==> config.mk <==
export PLATFORM = sky130hd
export DESIGN_NAME = pgcs_top
export DESIGN_NICKNAME = d
export VERILOG_FILES = /design/src/core/pgcs_pkg.sv /design/src/core/pgcs_top.sv
export SDC_FILE = /design/constraint.sdc
export NUM_CORES = 1
export LEC_CHECK = 0
export BUFFER_PORTS_ARGS = -buffer_cell sky130_fd_sc_hd__buf_2
export CORE_UTILIZATION = 60
export DETAILED_ROUTE_END_ITERATION = 7
export GPL_TIMING_DRIVEN = 1
export MAX_ROUTING_LAYER = met4
export PLACE_DENSITY = 0.89
export SYNTH_ARGS = -nofsm -noshare
export SYNTH_HDL_FRONTEND = slang
export SYNTH_SLANG_ARGS = --single-unit
==> constraint.sdc <==
create_clock -name sys_clk -period 5.64 [get_ports sys_clk]
set_input_delay 0.564 -clock sys_clk [delete_from_list [all_inputs] [get_ports sys_clk]]
set_output_delay 0.564 -clock sys_clk [all_outputs]
set_load 0.02 [all_outputs]
==> src/core/pgcs_pkg.sv <==
package pgcs_pkg;

   // ----------------------------------------------------------------
   // Register indices (byte address is four times the index)
   // ----------------------------------------------------------------
   localparam logic [13:0] IDX_PKT_LEN = 14'h061A;
   localparam logic [13:0] IDX_IPG = 14'h061B;
   localparam logic [13:0] IDX_BYTE_TOT = 14'h061C;
   localparam logic [13:0] IDX_PKT_LO = 14'h061D;
   localparam logic [13:0] IDX_PKT_HI = 14'h061E;
   localparam logic [13:0] IDX_FLAGS = 14'h0620;
   localparam logic [13:0] IDX_CTRL = 14'h0630;
   localparam logic [13:0] IDX_IRQ_STAT = 14'h0631;
   localparam logic [13:0] IDX_IRQ_CLR = 14'h0632;
   localparam logic [13:0] IDX_IRQ_EN = 14'h0633;

   // ----------------------------------------------------------------
   // Reset values and field positions
   // ----------------------------------------------------------------
   localparam logic [15:0] RST_PKT_LEN = 16'h05DC;
   localparam logic [7:0] RST_IPG = 8'h7D;
   localparam logic [15:0] RST_PKT_REQ = 16'h0001;
   localparam logic [15:0] MAX_BYTE = 16'hFFFF;
   localparam logic [31:0] MAX_PKT = 32'hFFFFFFFF;
   localparam logic [7:0] MAX_ERR = 8'hFF;
   localparam int FL_SNAP = 0;
   localparam int FL_CLEAR = 1;
   localparam int FL_LOCK = 8;
   localparam int FL_BYTE_OV = 9;
   localparam int FL_PKT_OV = 10;
   localparam int FL_BUSY = 11;
   localparam int FL_DONE = 12;
   localparam int CT_GEN_EN = 0;
   localparam int CT_PRBS = 1;
   localparam int CT_CONT = 2;
   localparam int CT_SEND = 3;
   localparam int IRQ_W = 4;
   localparam int IRQ_DONE = 0;
   localparam int IRQ_BYTE_OV = 1;
   localparam int IRQ_PKT_OV = 2;
   localparam int IRQ_LOCK = 3;

   // ----------------------------------------------------------------
   // Types
   // ----------------------------------------------------------------
   typedef enum logic [1:0]
   {
      GEN_IDLE = 2'b00,
      GEN_PKT = 2'b01,
      GEN_GAP = 2'b10
   } pgcs_gen_state_t;

   typedef struct packed
   {
      logic byte_valid;
      logic pkt_end;
      logic [3:0] err_bits;
      logic lock;
   } pgcs_rx_t;

   typedef struct packed
   {
      logic byte_valid;
      logic first;
      logic last;
      logic in_gap;
   } pgcs_gen_t;

   // Adds to a counter; top bit flags overflow (wrap or reaching max in single mode)
   function automatic logic [32:0] pgcs_count(logic [31:0] v, logic [31:0] add,
                                              logic [31:0] maxv, logic cont);
      logic [32:0] s;
      logic [32:0] r;
      s = {1'b0, v} + {1'b0, add};
      r = s;
      if (s > {1'b0, maxv})
      begin
         if (cont)
            r = {1'b1, 32'(s - {1'b0, maxv} - 33'h000000001)};
         else
            r = {1'b1, maxv};
      end
      else if (!cont && s == {1'b0, maxv} && add != 32'h00000000)
         r = {1'b1, maxv};
      else
         r = {1'b0, s[31:0]};
      return r;
   endfunction

endpackage

==> src/core/pgcs_top.sv <==
// How it works
// [RULE1] Packet length comes from a 16-bit register that resets to 0x5DC.
// [RULE2] An idle gap of the 8-bit gap field bytes follows every packet; reset 0x7D.
// [RULE3] 16-bit received-byte counter stops at 0xFFFF in single mode.
// [RULE4] 32-bit received-packet counter, read as two halves, stops at 0xFFFFFFFF in single.
// [RULE5] 8-bit errored-bit counter in flags bits 7..0, stops at 0xFF in single.
// [RULE6] Writing flags bit 0 freezes a snapshot of all counters for reading.
// [RULE7] Writing flags bit 1 snapshots, clears counters and both overflow flags.
// [RULE8] Packet-counter overflow flag in bit 10 holds until counters are cleared.
// [RULE9] Byte-counter overflow flag in bit 9 holds until the clear write.
// [RULE10] Done flag bit 12 reads 1 once all requested MAC packets are sent.
// [RULE11] Bit 11 shows whether the generator is active.
// [RULE12] Bit 8 shows whether the checker is locked on the byte stream.
// [RULE13] Continuous mode wraps counters; single mode stops counting at any maximum.
// [RULE14] The send request bit clears itself when done is set.
// [RULE15] Busy rises at start and falls after the last packet's trailing gap.
`timescale 1ns/10ps
module pgcs_top
   import pgcs_pkg::*;
(
   input wire logic sys_clk,
   input wire logic srst,
   input wire logic psel,
   input wire logic penable,
   input wire logic pwrite,
   input wire logic [15:0] paddr,
   input wire logic [31:0] pwdata,
   output logic [31:0] prdata,
   output logic pready,
   output logic pslverr,
   input wire pgcs_rx_t rx_in,
   output pgcs_gen_t gen_out,
   output logic irq
);

   typedef struct packed
   {
      logic [15:0] pkt_len;
      logic [7:0] ipg;
      logic gen_en;
      logic gen_prbs;
      logic cnt_cont;
      logic send_pkt;
      logic [15:0] pkt_req;
      logic [15:0] byte_cnt;
      logic [31:0] pkt_cnt;
      logic [7:0] err_cnt;
      logic [15:0] byte_snap;
      logic [31:0] pkt_snap;
      logic [7:0] err_snap;
      logic byte_ov;
      logic pkt_ov;
      logic done;
      pgcs_gen_state_t gst;
      logic [15:0] gcnt;
      logic [15:0] sent;
      logic [IRQ_W-1:0] irq_stat;
      logic [IRQ_W-1:0] irq_en;
      logic lock_prev;
      logic [31:0] rdata;
      pgcs_gen_t gen;
   } pgcs_regs_t;

   pgcs_regs_t s_reg;
   pgcs_regs_t s_next;

   logic [13:0] idx;
   logic aligned;
   logic mapped;
   logic wr_en;
   logic setup;
   logic snap_req;
   logic clr_req;
   logic stop_cnt;
   logic [32:0] byte_res;
   logic [32:0] pkt_res;
   logic [32:0] err_res;
   logic [15:0] flags_rd;
   logic [15:0] len_eff;
   logic last_byte;
   logic last_gap;
   logic run_on;
   logic all_sent;
   logic [IRQ_W-1:0] irq_set;

   // ----------------------------------------------------------------
   // APB decode: read data is captured in the setup cycle, so every
   // access completes in its first access cycle
   // ----------------------------------------------------------------
   assign idx = paddr[15:2];
   assign aligned = (paddr[1:0] == 2'b00);
   assign setup = psel && !penable;
   assign wr_en = psel && penable && pwrite && mapped;
   assign pready = psel && penable;
   assign pslverr = psel && penable && !mapped;
   assign prdata = s_reg.rdata;
   assign gen_out = s_reg.gen;
   assign irq = |(s_reg.irq_stat & s_reg.irq_en);

   // Address map
   always_comb
   begin
      mapped = 1'b0;
      if (aligned)
      begin
         unique case (idx)
            IDX_PKT_LEN, IDX_IPG, IDX_BYTE_TOT, IDX_PKT_LO, IDX_PKT_HI, IDX_FLAGS,
            IDX_CTRL, IDX_IRQ_STAT, IDX_IRQ_CLR, IDX_IRQ_EN: mapped = 1'b1;
            default: mapped = 1'b0;
         endcase
      end
   end

   // Status bits of the flags register; bits 7..0 read the errored-bit snapshot
   always_comb
   begin
      flags_rd = 16'h0000;
      flags_rd[7:0] = s_reg.err_snap;                       // [RULE5]
      flags_rd[FL_LOCK] = rx_in.lock;                       // [RULE12]
      flags_rd[FL_BYTE_OV] = s_reg.byte_ov;                 // [RULE9]
      flags_rd[FL_PKT_OV] = s_reg.pkt_ov;                   // [RULE8]
      flags_rd[FL_BUSY] = (s_reg.gst != GEN_IDLE);          // [RULE11]
      flags_rd[FL_DONE] = s_reg.done;                       // [RULE10]
   end

   // ----------------------------------------------------------------
   // Checker counters
   // ----------------------------------------------------------------
   assign snap_req = wr_en && idx == IDX_FLAGS && (pwdata[FL_SNAP] || pwdata[FL_CLEAR]);
   assign clr_req = wr_en && idx == IDX_FLAGS && pwdata[FL_CLEAR];
   // Single mode halts all three counters as soon as any one is pinned
   assign stop_cnt = !s_reg.cnt_cont && (s_reg.byte_cnt == MAX_BYTE ||
                     s_reg.pkt_cnt == MAX_PKT || s_reg.err_cnt == MAX_ERR);   // [RULE13]
   assign byte_res = pgcs_count({16'h0000, s_reg.byte_cnt},
                                {31'h00000000, rx_in.byte_valid && !stop_cnt},
                                {16'h0000, MAX_BYTE}, s_reg.cnt_cont);       // [RULE3]
   assign pkt_res = pgcs_count(s_reg.pkt_cnt,
                               {31'h00000000, rx_in.pkt_end && !stop_cnt},
                               MAX_PKT, s_reg.cnt_cont);                     // [RULE4]
   assign err_res = pgcs_count({24'h000000, s_reg.err_cnt},
                               {28'h0000000, stop_cnt ? 4'h0 : rx_in.err_bits},
                               {24'h000000, MAX_ERR}, s_reg.cnt_cont);      // [RULE5]

   // ----------------------------------------------------------------
   // Generator sequencing helpers
   // ----------------------------------------------------------------
   // A zero length still emits one byte so a packet is never empty
   assign len_eff = (s_reg.pkt_len == 16'h0000) ? 16'h0001 : s_reg.pkt_len;  // [RULE1]
   assign last_byte = (s_reg.gcnt == 16'(len_eff - 16'h0001));
   assign last_gap = (s_reg.gcnt == 16'({8'h00, s_reg.ipg} - 16'h0001));     // [RULE2]
   assign all_sent = (s_reg.pkt_req != 16'h0000) &&
                     (16'(s_reg.sent + 16'h0001) == s_reg.pkt_req);
   assign run_on = s_reg.gen_en && (s_reg.gen_prbs || s_reg.send_pkt);

   // ----------------------------------------------------------------
   // Next-state logic
   // ----------------------------------------------------------------
   always_comb
   begin
      s_next = s_reg;
      irq_set = '0;
      s_next.lock_prev = rx_in.lock;
      s_next.gen = '0;

      // Read data captured in setup
      if (setup && !pwrite)
      begin
         s_next.rdata = 32'h00000000;
         if (aligned)
         begin
            unique case (idx)
               IDX_PKT_LEN: s_next.rdata = {16'h0000, s_reg.pkt_len};
               IDX_IPG: s_next.rdata = {24'h000000, s_reg.ipg};
               IDX_BYTE_TOT: s_next.rdata = {16'h0000, s_reg.byte_snap};      // [RULE6]
               IDX_PKT_LO: s_next.rdata = {16'h0000, s_reg.pkt_snap[15:0]};   // [RULE4]
               IDX_PKT_HI: s_next.rdata = {16'h0000, s_reg.pkt_snap[31:16]};
               IDX_FLAGS: s_next.rdata = {16'h0000, flags_rd};
               IDX_CTRL: s_next.rdata = {s_reg.pkt_req, 12'h000, s_reg.send_pkt,
                                         s_reg.cnt_cont, s_reg.gen_prbs, s_reg.gen_en};
               IDX_IRQ_STAT: s_next.rdata = {28'h0000000, s_reg.irq_stat};
               IDX_IRQ_EN: s_next.rdata = {28'h0000000, s_reg.irq_en};
               default: s_next.rdata = 32'h00000000;
            endcase
         end
      end

      // Counters: clear zeroes them, otherwise they follow the adders
      s_next.byte_cnt = clr_req ? 16'h0000 : byte_res[15:0];                   // [RULE7]
      s_next.pkt_cnt = clr_req ? 32'h00000000 : pkt_res[31:0];
      s_next.err_cnt = clr_req ? 8'h00 : err_res[7:0];
      if (snap_req)
      begin
         s_next.byte_snap = s_reg.byte_cnt;                                    // [RULE6]
         s_next.pkt_snap = s_reg.pkt_cnt;
         s_next.err_snap = s_reg.err_cnt;
      end
      // Overflow flags: an overflow in the clear cycle still wins
      if (clr_req)
      begin
         s_next.byte_ov = 1'b0;                                                // [RULE7]
         s_next.pkt_ov = 1'b0;
      end
      if (byte_res[32] && !clr_req)
         s_next.byte_ov = 1'b1;                                                // [RULE9]
      if (pkt_res[32] && !clr_req)
         s_next.pkt_ov = 1'b1;                                                 // [RULE8]
      if (byte_res[32])
         irq_set[IRQ_BYTE_OV] = 1'b1;
      if (pkt_res[32])
         irq_set[IRQ_PKT_OV] = 1'b1;
      if (byte_res[32] && clr_req)
         s_next.byte_ov = 1'b1;
      if (pkt_res[32] && clr_req)
         s_next.pkt_ov = 1'b1;
      if (rx_in.lock && !s_reg.lock_prev)
         irq_set[IRQ_LOCK] = 1'b1;

      // Register writes
      if (wr_en)
      begin
         unique case (idx)
            IDX_PKT_LEN: s_next.pkt_len = pwdata[15:0];                       // [RULE1]
            IDX_IPG: s_next.ipg = pwdata[7:0];                                 // [RULE2]
            IDX_CTRL:
            begin
               s_next.gen_en = pwdata[CT_GEN_EN];
               s_next.gen_prbs = pwdata[CT_PRBS];
               s_next.cnt_cont = pwdata[CT_CONT];                              // [RULE13]
               s_next.send_pkt = pwdata[CT_SEND];
               s_next.pkt_req = pwdata[31:16];
               // A fresh send request starts a new run, so done drops
               if (pwdata[CT_SEND])
                  s_next.done = 1'b0;                                          // [RULE10]
            end
            IDX_IRQ_CLR: s_next.irq_stat = s_reg.irq_stat & ~pwdata[IRQ_W-1:0];
            IDX_IRQ_EN: s_next.irq_en = pwdata[IRQ_W-1:0];
            default: ;
         endcase
      end

      // Generator state machine
      unique case (s_reg.gst)
         GEN_IDLE:
         begin
            if (run_on)
            begin
               s_next.gst = GEN_PKT;                                           // [RULE15]
               s_next.gcnt = 16'h0000;
               s_next.sent = 16'h0000;
            end
         end
         GEN_PKT:
         begin
            s_next.gen.byte_valid = 1'b1;
            s_next.gen.first = (s_reg.gcnt == 16'h0000);
            s_next.gen.last = last_byte;
            s_next.gcnt = 16'(s_reg.gcnt + 16'h0001);
            if (last_byte)
            begin
               s_next.gcnt = 16'h0000;
               s_next.gst = GEN_GAP;                                           // [RULE2]
            end
         end
         GEN_GAP:
         begin
            s_next.gen.in_gap = (s_reg.ipg != 8'h00);
            s_next.gcnt = 16'(s_reg.gcnt + 16'h0001);
            // Busy stays up until the trailing gap of the last packet is out
            if (s_reg.ipg == 8'h00 || last_gap)
            begin
               s_next.gcnt = 16'h0000;
               s_next.sent = 16'(s_reg.sent + 16'h0001);
               if (!s_reg.gen_prbs && s_reg.send_pkt && all_sent)
               begin
                  s_next.done = 1'b1;                                          // [RULE10]
                  s_next.send_pkt = 1'b0;                                      // [RULE14]
                  irq_set[IRQ_DONE] = 1'b1;
                  s_next.gst = GEN_IDLE;                                       // [RULE15]
               end
               else if (run_on)
                  s_next.gst = GEN_PKT;
               else
                  s_next.gst = GEN_IDLE;
            end
         end
         default: s_next.gst = GEN_IDLE;
      endcase

      // Sticky interrupt bits: a new event beats a clear in the same cycle
      s_next.irq_stat = s_next.irq_stat | irq_set;
   end

   // ----------------------------------------------------------------
   // State register
   // ----------------------------------------------------------------
   always_ff @(posedge sys_clk)
   begin
      if (srst)
      begin
         s_reg <= '0;
         s_reg.pkt_len <= RST_PKT_LEN;                                         // [RULE1]
         s_reg.ipg <= RST_IPG;                                                 // [RULE2]
         s_reg.pkt_req <= RST_PKT_REQ;
         s_reg.gst <= GEN_IDLE;
      end
      else
         s_reg <= s_next;
   end
endmodule

==> results.sh <==
export IMPL_p_comb_frac=0.054
export IMPL_root_buffer="clkbuf_16"
export IMPL_drv_slew=0
export IMPL_holdBufCountCts=0
export IMPL_drive_above_1_share=0.115
export IMPL_grt_pass1_vias=11800
export IMPL_remaining_drc_errors=0
export IMPL_path_max_fanout=9
export IMPL_vdd_drop_max_mv=0.330
export IMPL_synth_ff_type="dfxtp_1"
export IMPL_synth_commonest_cells="262 x nand2_1, 238 x dfxtp_1, 197 x a21oi_1"
export IMPL_die_area_sq_mm=0.0224
export IMPL_path_clk_slew_ps=60
export IMPL_post_drt_wl_per_cell_microns=19.3
export IMPL_status="completed"
export IMPL_place_ws_ps=643
export IMPL_synthToLayoutAreaGrowth_pct=7.45
export IMPL_yosysMostFrequentCell="nand2_1"
export IMPL_start_util=0.618
export IMPL_grt_pass1_wl_microns=58800
export IMPL_syn_inst=1660
export IMPL_dr_first_iter_drc_count=1198
export IMPL_synth_async_reset_ratio=0
export IMPL_core_rowCount=53
export IMPL_grt_util_all_layers=0.337
export IMPL_synth_largest_area_cell="dfxtp_1"
export IMPL_wl_met1_microns=15200
export IMPL_synth_edff_count=0
export IMPL_tritoncts="built"
export IMPL_die_h_microns=150
export IMPL_netlist_top_cells_area="dfxtp_1 36%, a21oi_1 7.5%, nand2_1 7.5%"
export IMPL_rsz0062_at_grt="no"
export IMPL_power_switching_share=0.235
export IMPL_worstMarginPinSlew_ps=1200
export IMPL_htree_num_levels=1
export IMPL_setup_viol=0
export IMPL_power_share_sequential=0.491
export IMPL_ys_types=86
export IMPL_p_switching_mw=0.820
export IMPL_dpl_cell_count=1893
export IMPL_grt_overflow=0
export IMPL_placed_area_sq_mm=0.0133
export IMPL_yosys_area_share_simple=0.259
export IMPL_globalplace_congestion=0.989
export IMPL_synth_area_sq_mm=0.0131
export IMPL_die_w_microns=150
export IMPL_drt_total_wl_microns=37400
export IMPL_cts_sinks=238
export IMPL_fin_setup_tns_ps=0
export IMPL_top_layer_used="met4"
export IMPL_cp_required_ps=6060
export IMPL_fin_skew_ps=14.5
export IMPL_wl_met2_microns=17600
export IMPL_dp_hpwl_microns=26000
export IMPL_final_cell_count_no_fill=1936
export IMPL_synth_top_area_frac=0.363
export IMPL_muxShareOfSynthArea=0.0137
export IMPL_clk_latency_ps=530
export IMPL_multiInputGateArea_sq_mm=0.00749
export IMPL_synthAdderAreaFrac=0.0206
export IMPL_crit_chain="and4_1, nand4_1, nor4_1, a22oi_1, and2_1, ha_1, ha_1, and3_1, mux2i_1, nor4_4, or4b_1, xnor2_1, nand3b_1, nor4_2, nor4_2, a211oi_1"
export IMPL_synthXorXnorAreaFrac=0.0702
export IMPL_criticalPathCategory="reg2reg"
export IMPL_cap_violations=0
export IMPL_io_pins=99
export IMPL_fin_crit_sh=0.914
export IMPL_min_period_ps=5160
export IMPL_leakagePower_nw=4.76
export IMPL_core_sq_mm=0.0212
export IMPL_stdcell_area_sq_mm=0.0141
export IMPL_slew_headroom=0.197
export IMPL_antenna_left=0
export IMPL_largest_reg_flops=191
export IMPL_startpoint_type="register"
export IMPL_synthesis_nets=1741
export IMPL_ctsResizeCount=0
export IMPL_seqCellArea_sq_mm=0.00476
export IMPL_powerDensity_mw_per_mm2=248
export IMPL_end_kind="register"
export IMPL_diodes=0
export IMPL_synth_top_family_by_area="simple AND/OR/NAND/NOR gates"
export IMPL_fillers=1757
export IMPL_hold_viol_final=0
export IMPL_grt_max_degree=65
export IMPL_cts_buffers=25
export IMPL_viasPerCell=6.51
export IMPL_ys_warn_count=0
export IMPL_clockPowerShare=0.456
export IMPL_max_freq_ghz=0.194
export IMPL_worst_ep_arrival_time_ps=5580
export IMPL_crit_slowest_cell="nor4_1"
export IMPL_setup_ws_ps=483
export IMPL_numPortBuffers=98
export IMPL_cts_setup_buffers=0
export IMPL_r2r_setup_slack_ps=480
export IMPL_first_pass_iters=7
export IMPL_synth_avg_cell_area_sq_um=7.90
export IMPL_synth_seq_area_share=0.363
export IMPL_fin_nets=1726
export IMPL_holdCritPathClass="in2reg"
export IMPL_antenna_found_initial=0
export IMPL_vias=12600
export IMPL_internal_power_mw=2.67
export IMPL_synth_compound_area_frac=0.207
export IMPL_clk_path_buf_depth=3
export IMPL_wl_met3_microns=2790
export IMPL_ys_seq_elements=238
export IMPL_cp_slowest_stage_delay_ps=490
-- cells in the final DEF (no fill, tap or decap), drive strengths merged, types with 6 or more instances in the layout --
cell type and n:
a211o 7, a211oi 18, a21oi 199, a22oi 51, a311oi 7, a31oi 19
and2 23, and3 24, and4 13, buf 114, clkbuf 34, clkinv 6
dfxtp 238, ha 20, inv 25, mux2i 18, nand2 263, nand2b 8
nand3 59, nand3b 17, nand4 25, nor2 110, nor2b 16, nor3 30
nor3b 7, nor4 40, o2111ai 6, o211ai 6, o21ai 39, o22ai 8
o31ai 10, or3 9, or4 13, xnor2 64, xor2 41
-- power groups by stage --
stage                     clock network, mW  logic (mW)  registers, mW
after floorplan                           0       0.124           1.75
after global placement                    0       0.177           1.75
after detailed placement                  0       0.182           1.75
after CTS                              1.60       0.184           1.71
after global routing                   1.66       0.203           1.71
final                                  1.59       0.188           1.71
-- layout make-up --
cell class	count	share of cell area
repair buffers	114	0.0435
clock buffers	34	0.0497
flip-flops and latches	238	0.338
clock inverters	9	0.00560
well taps	275	0.0244
multi-input cells	1241	0.532
inverters	25	0.00666
-- kinds of logic (layout without fill, tap and decap cells) --
logic type	Yosys count	count (layout)
and+or+nand+nor	676	676
AOI/OAI and AO/OA	421	421
DFF	238	238
buffers and inverters	181	182
xor gates and xnor gates	105	105
adders and majority gates	21	21
muxes	18	18
-- through the flow --
step	hold WS (ps)	utilization	power (mW)
after floorplan	423	-	1.87
after global placement	435	0.627	1.93
after detailed placement	441	0.627	1.93
after CTS	252	0.664	3.50
after global routing	272	0.664	3.58
final	263	0.664	3.49
-- per-layer routing --
metal  GRT usage  vias up
li1            -     5882
met1       0.414     6025
met2       0.541      571
met3      0.0448      129
met4       0.169        0
met5           -        -
-- final timing paths --
check / start / endpoint / cells after the start
setup / recovery: s_reg[168] / s_reg[185] / 16
setup reg to reg: s_reg[168] / s_reg[185] / 16
hold reg to reg: s_reg[90] / s_reg[90] / 2
hold / removal: pwdata[16] / s_reg[194] / 3
-- worst max-delay path: cells and delay by family (launching register included) --
kind	cells	cell delay, ps
fa+ha+maj	2	590
xor+xnor	1	210
compound gates	2	610
simple gates	10	2980
mux	1	190
flops	1	470
Note: power is estimated with default switching activity, not from simulation.
